===== config.mk =====
export PLATFORM = sky130hd
export DESIGN_NAME = vicd_top
export DESIGN_NICKNAME = d
export VERILOG_FILES = /design/src/rtl/vicd_pkg.sv /design/src/rtl/vicd_top.sv
export VERILOG_INCLUDE_DIRS = /design/src /design/src/rtl
export SDC_FILE = /design/constraint.sdc
export NUM_CORES = 1
export LEC_CHECK = 0
export BUFFER_PORTS_ARGS = -buffer_cell sky130_fd_sc_hd__buf_2
export CORE_AREA = 2 2 176 178
export CTS_CLUSTER_SIZE = 14
export DETAILED_ROUTE_END_ITERATION = 10
export DIE_AREA = 0 0 178 180
export PLACE_DENSITY = 0.65
export SLEW_MARGIN = 20
export SYNTH_ARGS = -nofsm -noshare
export SYNTH_HDL_FRONTEND = slang
export SYNTH_SLANG_ARGS = --single-unit

===== constraint.sdc =====
create_clock -name mclk_i -period 5.4 [get_ports mclk_i]
set_clock_uncertainty 0.1 [all_clocks]
set_input_delay 0.81 -clock mclk_i [delete_from_list [all_inputs] [get_ports mclk_i]]
set_output_delay 0.81 -clock mclk_i [all_outputs]
set_load 0.02 [all_outputs]

===== src/rtl/vicd_defs.svh =====
`ifndef VICD_DEFS_SVH
`define VICD_DEFS_SVH
// register byte offsets
`define VICD_OFS_CTRL     8'h00
`define VICD_OFS_PRIO     8'h04
`define VICD_OFS_DELAY    8'h08
`define VICD_OFS_LTC      8'h0C
`define VICD_OFS_TIMES    8'h10
`define VICD_OFS_ERRMASK  8'h14
`define VICD_OFS_STATUS   8'h18
`define VICD_OFS_ERRCNT   8'h1C
`define VICD_OFS_PHASE    8'h20
`define VICD_OFS_CMD      8'h24
// command bits
`define VICD_CMD_CNT_CLR  0
`define VICD_CMD_LATCH    1
// reset values
`define VICD_RST_PRIO     12'h0000
`define VICD_RST_HOLD     16'h0010
`define VICD_RST_LOCK     16'h0010
`define VICD_RST_MASK     16'hFFFF
// limits
`define VICD_LTC_MAX      32000
`define VICD_FRAMES_MAX   3'h7
`define VICD_SC_PHASES    8
// audio samples per frame for the time code sum, 25 frames a second
`define VICD_FRAME_SMP    1920
`endif


===== src/rtl/vicd_pkg.sv =====
package vicd_pkg;
   // source choices for a priority level
   typedef enum logic [2:0] {
      SRC_NONE, SRC_ELEC, SRC_OPT, SRC_GEN, SRC_MUTE
   } vicd_src_type;
   // video in mode
   typedef enum logic [1:0] {
      MODE_AUTO, MODE_MAN_ELEC, MODE_MAN_OPT
   } vicd_mode_type;
   // time code channel pairing
   typedef enum logic {
      left_right_channel_pairing, duplicated_single_channel
   } vicd_pair_type;
   // per-input qualification state
   typedef struct packed {
      logic        valid;
      logic [15:0] cnt;
   } vicd_qual_type;
   // status bundle
   typedef struct packed {
      logic elec_present;
      logic opt_present;
      logic locked;
   } vicd_stat_type;
endpackage : vicd_pkg


===== src/rtl/vicd_top.sv =====
`include "vicd_defs.svh"
// input change-over and delay control for the processed video path
// one clock, one synchronous active-low reset, one wishbone slave
// the video itself never passes through here, only its control
// selection runs in manual or automatic priority mode
// automatic mode walks three levels, top level first
// fallbacks: internal black generator, mute, or frame freeze
// input presence is qualified by hold and lock counters
// delays are stored here and handed on to the delay line
// time code delay is the video delay plus a signed extra part
// error counter only counts flags let through by the mask
// status reads show qualified presence, level and source
// all state sits in one packed struct, next value built in one process

module vicd_top #(
   parameter int ERR_W = 16
) (
   input  wire logic        mclk_i,
   input  wire logic        rst_n_i,
   input  wire logic [7:0]  wb_adr_i,
   input  wire logic [31:0] wb_dat_i,
   output logic [31:0]      wb_dat_o,
   input  wire logic [3:0]  wb_sel_i,
   input  wire logic        wb_we_i,
   input  wire logic        wb_cyc_i,
   input  wire logic        wb_stb_i,
   output logic             wb_ack_o,
   input  wire logic        elec_sig_i,
   input  wire logic        opt_sig_i,
   input  wire logic        opt_fitted_i,
   input  wire logic        reclk_lock_i,
   input  wire logic        frame_tick_i,
   input  wire logic [15:0] phase_meas_i,
   input  wire logic [15:0] err_flags_i,
   input  wire logic [15:0] ltc_ch1_i,
   input  wire logic [15:0] ltc_ch2_i,
   output logic [2:0]       sel_src_o,
   output logic             freeze_o,
   output logic             gen_black_o,
   output logic             drv_off_o,
   output logic [2:0]       frame_delay_o,
   output logic [15:0]      phase_delay_o,
   output logic [2:0]       sc_phase_o,
   output logic [15:0]      ltc_delay_o,
   output logic [15:0]      ltc_left_o,
   output logic [15:0]      ltc_right_o
);
   // state layout notes
   // bus-written settings and derived outputs share one struct
   // so a single reset assignment covers every flop at once
   // sync stages carry fitted, electrical, optical and lock pins
   // bit order of sync stages: 3 fitted, 2 elec, 1 opt, 0 lock
   // qualifier pairs hold a valid flag and a run counter each
   // level is the active priority row, src what it resolves to
   // read data is registered so the bus sees a settled word
   // whole-block state, one struct
   typedef struct packed {
      logic [3:0]  sync_a;          // first sync stage, read only by sync_b
      logic [3:0]  sync_b;          // second sync stage
      logic [1:0]  mode;
      logic [2:0]  prio0;
      logic [2:0]  prio1;
      logic [2:0]  prio2;
      logic [2:0]  frames;
      logic [15:0] phase;           // signed phase delay in samples
      logic [15:0] ltc_rel;         // signed extra time code delay
      logic        pair;
      logic [15:0] hold_t;
      logic [15:0] lock_t;
      logic [15:0] mask;
      logic [ERR_W-1:0] errcnt;
      vicd_pkg::vicd_qual_type qe;
      vicd_pkg::vicd_qual_type qo;
      logic [1:0]  lvl;             // active priority level
      logic [2:0]  scph;
      logic [2:0]  src;
      logic [15:0] ltc_dly;
      logic [15:0] ltc_l;
      logic [15:0] ltc_r;
      logic [31:0] rdat;
      logic        ack;
   } st_type;
   st_type s_reg, s_next;

   // level lookup notes
   // generator and mute never drop out, so any row below them
   // can never be reached by the fallback walk
   // such rows read back as none and select nothing
   // the raw written code is still kept, only its use is blanked
   // used by selection and by the priority read path alike
   // source at a level, blanked when unreachable behind generator or mute
   function automatic logic [2:0] eff_prio(input logic [1:0] l, input st_type s);
      logic [2:0] v;
      v = (l == 2'd0) ? s.prio0 : (l == 2'd1) ? s.prio1 : s.prio2;
      if (l >= 2'd1 && (s.prio0 == 3'(vicd_pkg::SRC_GEN) || s.prio0 == 3'(vicd_pkg::SRC_MUTE)))
         v = 3'(vicd_pkg::SRC_NONE);
      if (l == 2'd2 && (s.prio1 == 3'(vicd_pkg::SRC_GEN) || s.prio1 == 3'(vicd_pkg::SRC_MUTE)))
         v = 3'(vicd_pkg::SRC_NONE);
      return v;
   endfunction : eff_prio

   // liveness notes
   // physical inputs count as live only once qualified
   // a raw pin glitch therefore never moves the selection
   // generator and mute are internal and always live
   // none is never live, so the walk steps past it
   // codes above mute are unused and treated as none
   // is the source at hand live (generator and mute always are)
   function automatic logic src_ok(input logic [2:0] src, input st_type s);
      case (src)
         3'(vicd_pkg::SRC_ELEC): return s.qe.valid;
         3'(vicd_pkg::SRC_OPT):  return s.qo.valid;
         3'(vicd_pkg::SRC_GEN):  return 1'b1;
         3'(vicd_pkg::SRC_MUTE): return 1'b1;
         default:                return 1'b0;
      endcase
   endfunction : src_ok

   // qualifier notes
   // counter runs only while pin and valid flag disagree
   // any agreement restarts the count from zero
   // a present pin must stay for lock time before valid
   // an absent pin must stay gone for hold time before invalid
   // trade-off: long hold rides out dropouts but delays fallback
   // qualification of one input by hold and lock times
   function automatic vicd_pkg::vicd_qual_type qualify(input vicd_pkg::vicd_qual_type q,
         input logic sig, input logic [15:0] hold_t, input logic [15:0] lock_t);
      vicd_pkg::vicd_qual_type r;
      r = q;
      if (sig == q.valid) begin
         r.cnt = 16'h0000;
      end else if (q.cnt >= (q.valid ? hold_t : lock_t)) begin
         r.valid = sig;
         r.cnt   = 16'h0000;
      end else begin
         r.cnt = q.cnt + 16'h0001;
      end
      return r;
   endfunction : qualify

   // combinational helpers, all rebuilt every cycle
   // req is low while ack stands, so one request
   // is taken once and never twice
   // cmd_wr flags a write to the command word
   logic        req;                // bus request this cycle
   logic [2:0]  cur;                // source at active level
   logic [1:0]  nl;
   logic        found;
   logic [31:0] ltc_sum;
   logic [31:0] vid_smp;
   logic        cmd_wr;

   assign req    = wb_cyc_i & wb_stb_i & ~s_reg.ack;
   assign cmd_wr = req & wb_we_i & (wb_adr_i == `VICD_OFS_CMD) & wb_sel_i[0];

   // next-state logic
   always_comb begin
      s_next = s_reg;
      nl = 2'd0;
      found = 1'b0;
      // pin levels arrive from other clocks
      // nothing but the second stage reads the first one
      // the fitted gate is applied after sync, never before,
      // since logic ahead of the first flop defeats the synchroniser
      // an unfitted optical input simply never qualifies
      // two-stage synchronisers for pins
      s_next.sync_a = {opt_fitted_i, elec_sig_i, opt_sig_i, reclk_lock_i};
      s_next.sync_b = s_reg.sync_a;
      s_next.qe = qualify(s_reg.qe, s_reg.sync_b[2], s_reg.hold_t, s_reg.lock_t);
      s_next.qo = qualify(s_reg.qo, s_reg.sync_b[1] & s_reg.sync_b[3], s_reg.hold_t,
                          s_reg.lock_t);
      // error counter notes
      // flags come from the same clock, no sync needed
      // any masked-in flag in a cycle adds one
      // counter saturates rather than wrapping to zero
      // an error in the clear cycle is kept, so none is lost
      // error counting, clear wins only without a new error
      if (cmd_wr && wb_dat_i[`VICD_CMD_CNT_CLR])
         s_next.errcnt = '0;
      if ((err_flags_i & s_reg.mask) != 16'h0000 && s_next.errcnt != '1)
         s_next.errcnt = s_next.errcnt + ERR_W'(1);
      // subcarrier notes
      // three bits wrap naturally after eight frames
      // no reset of the phase other than the block reset
      // subcarrier phase advances once a frame
      if (frame_tick_i)
         s_next.scph = s_reg.scph + 3'd1;
      // selection notes
      // manual modes pin the source and never fall back;
      // a lost manual input freezes the last frame instead
      // auto mode is latching: the level only changes on loss or on a latch reset
      // on loss, the first live level from the top is taken,
      // which is also the background search while all are gone
      // if nothing is live the level stays, and freeze follows
      // latch reset forces the top level even if it is absent;
      // the walk then runs again on the next cycle
      // limitation: a live generator level never yields to main without a latch reset
      // source selection
      cur = eff_prio(s_reg.lvl, s_reg);
      case (s_reg.mode)
         2'(vicd_pkg::MODE_MAN_ELEC): begin
            s_next.src = 3'(vicd_pkg::SRC_ELEC);
            s_next.lvl = 2'd0;
         end
         2'(vicd_pkg::MODE_MAN_OPT): begin
            s_next.src = 3'(vicd_pkg::SRC_OPT);
            s_next.lvl = 2'd0;
         end
         default: begin
            // latching: only leave a level when it is lost
            if (!src_ok(cur, s_reg)) begin
               // scan all levels for first live one, background search
               for (int i = 0; i < 3; i++) begin
                  if (!found && src_ok(eff_prio(2'(i), s_reg), s_reg)) begin
                     nl = 2'(i);
                     found = 1'b1;
                  end
               end
               if (found)
                  s_next.lvl = nl;
            end
            if (cmd_wr && wb_dat_i[`VICD_CMD_LATCH])
               s_next.lvl = 2'd0;
            s_next.src = eff_prio(s_next.lvl, s_reg);
         end
      endcase
      // time code delay notes
      // video part is frames times samples per frame plus phase
      // phase is taken unsigned here, as the delay line sees it
      // the relative part is sign extended before the sum
      // a sum below zero would need samples not yet received,
      // so it is clamped to zero
      // the top end is clamped to the delay line length
      // recomputed each cycle, so it tracks every delay change
      // time code delay follows video delay plus relative part
      vid_smp = {16'h0000, s_reg.phase} + 32'(s_reg.frames) * 32'(`VICD_FRAME_SMP);
      ltc_sum = vid_smp + {{16{s_reg.ltc_rel[15]}}, s_reg.ltc_rel};
      if (ltc_sum[31])
         s_next.ltc_dly = 16'h0000;
      else if (ltc_sum > `VICD_LTC_MAX)
         s_next.ltc_dly = 16'(`VICD_LTC_MAX);
      else
         s_next.ltc_dly = ltc_sum[15:0];
      // channel pairing notes
      // default keeps the channels apart, left and right
      // the duplicated setting copies channel one to both sides
      // both words are registered on the same edge
      // group one channels to outputs
      s_next.ltc_l = ltc_ch1_i;
      s_next.ltc_r = (s_reg.pair == 1'b0) ? ltc_ch2_i : ltc_ch1_i;
      // bus notes
      // a request is taken when cyc and stb are up and ack is low
      // the write lands on that edge, ack follows for one cycle
      // sixteen-bit fields need both of their byte lanes selected;
      // a partial select leaves them untouched
      // unmapped writes are acked and dropped
      // a negative phase without a frame of delay is refused,
      // while the frame field of the same write still lands
      // wishbone slave, one wait then ack
      s_next.ack = req;
      if (req && wb_we_i) begin
         case (wb_adr_i)
            `VICD_OFS_CTRL: if (wb_sel_i[0]) begin
               s_next.mode = wb_dat_i[1:0];
               s_next.pair = wb_dat_i[4];
            end
            `VICD_OFS_PRIO: if (wb_sel_i[1:0] == 2'b11) begin
               s_next.prio0 = wb_dat_i[2:0];
               s_next.prio1 = wb_dat_i[6:4];
               s_next.prio2 = wb_dat_i[10:8];
            end
            `VICD_OFS_DELAY: begin
               // a negative phase is refused without a frame of delay
               if (wb_sel_i[1:0] == 2'b11 && (!wb_dat_i[15] || wb_dat_i[18:16] != 3'd0))
                  s_next.phase = wb_dat_i[15:0];
               if (wb_sel_i[2])
                  s_next.frames = wb_dat_i[18:16];
            end
            `VICD_OFS_LTC: if (wb_sel_i[1:0] == 2'b11) s_next.ltc_rel = wb_dat_i[15:0];
            `VICD_OFS_TIMES: begin
               if (wb_sel_i[1:0] == 2'b11) s_next.hold_t = wb_dat_i[15:0];
               if (wb_sel_i[3:2] == 2'b11) s_next.lock_t = wb_dat_i[31:16];
            end
            `VICD_OFS_ERRMASK: if (wb_sel_i[1:0] == 2'b11) s_next.mask = wb_dat_i[15:0];
            default: ;
         endcase
      end
      // read notes
      // the read word is latched each cycle from the address
      // it is valid when ack stands, as the request is held
      // priority reads blank rows that cannot be reached
      // status packs qualified presence, level and source
      // read mux, unmapped reads zero
      case (wb_adr_i)
         `VICD_OFS_CTRL:    s_next.rdat = {27'h0, s_reg.pair, 2'h0, s_reg.mode};
         `VICD_OFS_PRIO:    s_next.rdat = {17'h0, eff_prio(2'd2, s_reg), 1'b0,
                                           eff_prio(2'd1, s_reg), 1'b0, s_reg.prio0};
         `VICD_OFS_DELAY:   s_next.rdat = {13'h0, s_reg.frames, s_reg.phase};
         `VICD_OFS_LTC:     s_next.rdat = {16'h0, s_reg.ltc_rel};
         `VICD_OFS_TIMES:   s_next.rdat = {s_reg.lock_t, s_reg.hold_t};
         `VICD_OFS_ERRMASK: s_next.rdat = {16'h0, s_reg.mask};
         `VICD_OFS_STATUS:  s_next.rdat = {23'h0, s_reg.src, s_reg.lvl, 1'b0,
                             s_reg.qe.valid, s_reg.qo.valid, s_reg.sync_b[0]};
         `VICD_OFS_ERRCNT:  s_next.rdat = 32'(s_reg.errcnt);
         `VICD_OFS_PHASE:   s_next.rdat = {16'h0, phase_meas_i};
         default:           s_next.rdat = 32'h0000_0000;
      endcase
      // reset notes
      // applied last so it overrides every assignment above
      // default chain: electrical first, generator behind it
      // default hold and lock times and an open error mask
      // pairing starts as separate left and right
      // synchronous reset to defined values
      if (!rst_n_i) begin
         s_next = '0;
         s_next.prio0  = 3'(vicd_pkg::SRC_ELEC);
         s_next.prio1  = 3'(vicd_pkg::SRC_GEN);
         s_next.pair   = 1'(vicd_pkg::left_right_channel_pairing);
         s_next.hold_t = `VICD_RST_HOLD;
         s_next.lock_t = `VICD_RST_LOCK;
         s_next.mask   = `VICD_RST_MASK;
      end
   end

   // one register for the whole struct
   // no enable: every flop updates on every edge
   // reset is folded into the next value above
   // state register
   always_ff @(posedge mclk_i) begin
      s_reg <= s_next;
   end

   // output notes
   // all outputs are flops or plain decodes of flops
   // no input reaches an output through logic alone
   // fallback flags decode the registered source
   // freeze covers none and a selected input that is gone
   // frame and phase delays pass straight from the stored settings
   // outputs
   assign wb_ack_o      = s_reg.ack;
   assign wb_dat_o      = s_reg.rdat;
   assign sel_src_o     = s_reg.src;
   assign gen_black_o   = (s_reg.src == 3'(vicd_pkg::SRC_GEN));
   assign drv_off_o     = (s_reg.src == 3'(vicd_pkg::SRC_MUTE));
   // freeze when the selected real input is gone or nothing is selected
   assign freeze_o      = (s_reg.src == 3'(vicd_pkg::SRC_NONE)) |
                          (s_reg.src == 3'(vicd_pkg::SRC_ELEC) & ~s_reg.qe.valid) |
                          (s_reg.src == 3'(vicd_pkg::SRC_OPT) & ~s_reg.qo.valid);
   assign frame_delay_o = s_reg.frames;
   assign phase_delay_o = s_reg.phase;
   assign sc_phase_o    = s_reg.scph;
   assign ltc_delay_o   = s_reg.ltc_dly;
   assign ltc_left_o    = s_reg.ltc_l;
   assign ltc_right_o   = s_reg.ltc_r;
endmodule : vicd_top


==> results.json <==
{
  "status": "finished, final reports clean",
  "fin_tns_setup_ns": 0,
  "cts-root-buf": "clkbuf_16",
  "ant_nets": 0,
  "slew_headroom": 0.2644,
  "cts_resized": 0,
  "p_leak_nw": 6.111,
  "placedInstanceArea_um2": 14040,
  "clk_pin_slew_ns": 0.06,
  "grt_setup_unrepaired": "false",
  "synth_common_cells": "dfxtp_1 (242), nand2_1 (212), buf_4 (108), nor2_1 (97), mux2i_1 (93)",
  "synthFlopType": "dfxtp_1",
  "fin_hold_ws_ns": 0.3347,
  "area_growth_pct": 11.83,
  "die_x_um": 178,
  "swShare": 0.2363,
  "pwr-share-seq": 0.472,
  "p_switching_w": 0.0009113,
  "ir_worst_vdd_mv": 0.2205,
  "worstSetupPathType": "flip-flop to flip-flop",
  "numCtsBuffers": 27,
  "grt_pass1_vias": 10529,
  "ios": 227,
  "final_nets": 1826,
  "yosys.cell_count.top_type": "dfxtp_1",
  "synthTopCellsByArea": "dfxtp_1 (36%), mux2i_1 (7.0%), ha_1 (6.7%)",
  "wl_per_cell_um": 18.58,
  "drv_slew": 0,
  "start_util": 0.4425,
  "drive_gt1_frac": 0.1969,
  "dp_hpwl_mm": 28.30,
  "overflow": 0,
  "arrival_ns": 5.51,
  "gp_congestion": 0.9569,
  "drt_first_pass_iters": 5,
  "drc": 0,
  "num_vias": 11235,
  "min_period_ns": 5.152,
  "largest_reg_flops": 136,
  "tightestPinTransition_ns": 1.102,
  "r2r.worst_path.cells": 18,
  "drv_cap": 0,
  "drt_iter0_markers": 1041,
  "synth_edf_count": 0,
  "syn_area_um2": 13360,
  "synth_nets": 1731,
  "cts_buffer_depth": 3,
  "pwr-share-clk": 0.472,
  "hold_viol_final": 0,
  "finalSetupViolations": 0,
  "setup.worst_path.end_class": "flip-flop",
  "port_buffers": 226,
  "crit_required_ns": 5.76,
  "synth_top_area_share": 0.3626,
  "power_frac_comb": 0.056,
  "grt_pass1_wl_mm": 58.74,
  "p_int_w": 0.002945,
  "viasPerCell": 5.486,
  "wl_mm": 38.06,
  "seq_area_frac_synth": 0.3626,
  "cts_hold_buf": 0,
  "antenna_found_initial": 1,
  "async_reset_ff_frac": 0,
  "period_share": 0.9540,
  "crit_path_max_fanout": 12,
  "cts_tree": "built",
  "postSynthAreaPerCell_um2": 8.697,
  "start_kind": "flip-flop",
  "clk_latency_ns": 0.55,
  "core-area_um2": 30190,
  "power.density_nw_per_um2": 258.1,
  "gr-usage-all-layers": 0.2326,
  "synthDistinctLibCells": 84,
  "min_path_cells": 1,
  "fmax_mhz": 194.1,
  "ys_ff_latch": 242,
  "fin_area_um2": 14940,
  "synth_warnings": 0,
  "hold_path.class": "flip-flop to flip-flop",
  "fp.dieH_um": 180,
  "n_fill_cell": 2882,
  "htreeDepth": 1,
  "die_area_um2": 32040,
  "rows": 64,
  "grt_max_degree": 78,
  "cts_sinks": 242,
  "cts_setup_buffers": 0,
  "netlist.top_cell.by_area": "dfxtp_1",
  "syn_inst": 1536
}
through the flow:
stage | std cells | util | setup WS, ns | total power [W]
after global placement | 1998 | 0.4652 | 0.3478 | 0.002070
after floorplan | 1536 | - | 0.4799 | 0.001985
after global routing | 2047 | 0.4948 | 0.01139 | 0.003964
after detailed placement | 1998 | 0.4652 | 0.1444 | 0.002073
final | 2048 | 0.4949 | 0.2484 | 0.003856
after CTS | 2047 | 0.4944 | 0.1570 | 0.003888
cells by family (layout without fill, tap and decap cells):
| logic type | Yosys count | count (layout) | synth area share |
|---|---|---|---|
| buffers and inverters | 210 | 325 | 0.08991 |
| muxes | 95 | 95 | 0.07137 |
| other | 1 | 2 | 0.0002807 |
| AOI/OAI and AO/OA | 268 | 268 | 0.1450 |
| DFF | 242 | 242 | 0.3626 |
| adders and majority gates | 77 | 77 | 0.07493 |
| xor gates and xnor gates | 66 | 66 | 0.04327 |
| and+or+nand+nor | 577 | 577 | 0.2126 |
power groups by stage:
stage | Combinational [W] | Sequential, W | Clock, W
after floorplan | 0.000129 | 0.00186 | 0
after global placement | 0.000210 | 0.00186 | 0
after detailed placement | 0.000213 | 0.00186 | 0
after CTS | 0.000213 | 0.00182 | 0.00185
after global routing | 0.000231 | 0.00182 | 0.00191
final | 0.000215 | 0.00182 | 0.00182
cell usage in the layout, fill, tap and decap left out, types with 21 or more instances in the layout:
cell type	count
and2_1	39
a21oi_1	47
buf_2	225
a221oi_1	21
dfxtp_1	241
xor2_1	26
clkbuf_16	27
ha_1	72
nor2_1	95
xnor2_1	40
nand3_1	61
o21ai_0	41
inv_1	33
mux2i_1	93
nand2_1	212
and3_1	26
a21boi_0	50
nor2b_1	48
area by class of cell:
cell class	count	area [um^2]	area share
Clock inverter	11	103.9	0.006951
Multi-Input combinational cell	1084	7330	0.4906
Sequential cell	242	4846	0.3244
Timing Repair Buffer	243	1261	0.08442
Clock buffer	38	777.0	0.05201
Inverter	33	123.9	0.008291
Antenna cell	1	2.502	0.0001675
Tap cell	396	495.5	0.03317
worst max-delay path: stages, from the launching register on:
cell	delay (ns)
dfxtp_1	0.46
fa_1	0.53
ha_1	0.27
fa_1	0.47
ha_1	0.32
nor2b_1	0.13
o21ai_0	0.15
nand2b_1	0.11
a21o_1	0.19
a21oi_1	0.25
xnor2_1	0.10
ha_1	0.39
a21oi_2	0.27
o21ai_0	0.13
a21oi_1	0.14
o21ai_0	0.12
or3_4	0.35
a22o_4	0.31
nor4_2	0.25
path summary, 6_finish.rpt:
kind / from / end / slack (ns)
hold / removal: s_reg[238]$_SDFF_PN0_ / s_reg[234]$_SDFF_PN0_ / 0.33
hold reg to reg: s_reg[238]$_SDFF_PN0_ / s_reg[234]$_SDFF_PN0_ / 0.33
setup reg to reg: frame_delay_o[2]$_SDFFE_PN0P_ / ltc_delay_o[3]$_SDFF_PP0_ / 0.25
setup / recovery: frame_delay_o[2]$_SDFFE_PN0P_ / ltc_delay_o[3]$_SDFF_PP0_ / 0.25
routing by layer:
metal	part of all wire	GRT usage
met1	0.45	0.3252
met3	0.092	0.05203
met2	0.44	0.3617
met4	0.019	0.05869
met5	0	0
(Power assumes the default switching activity.)
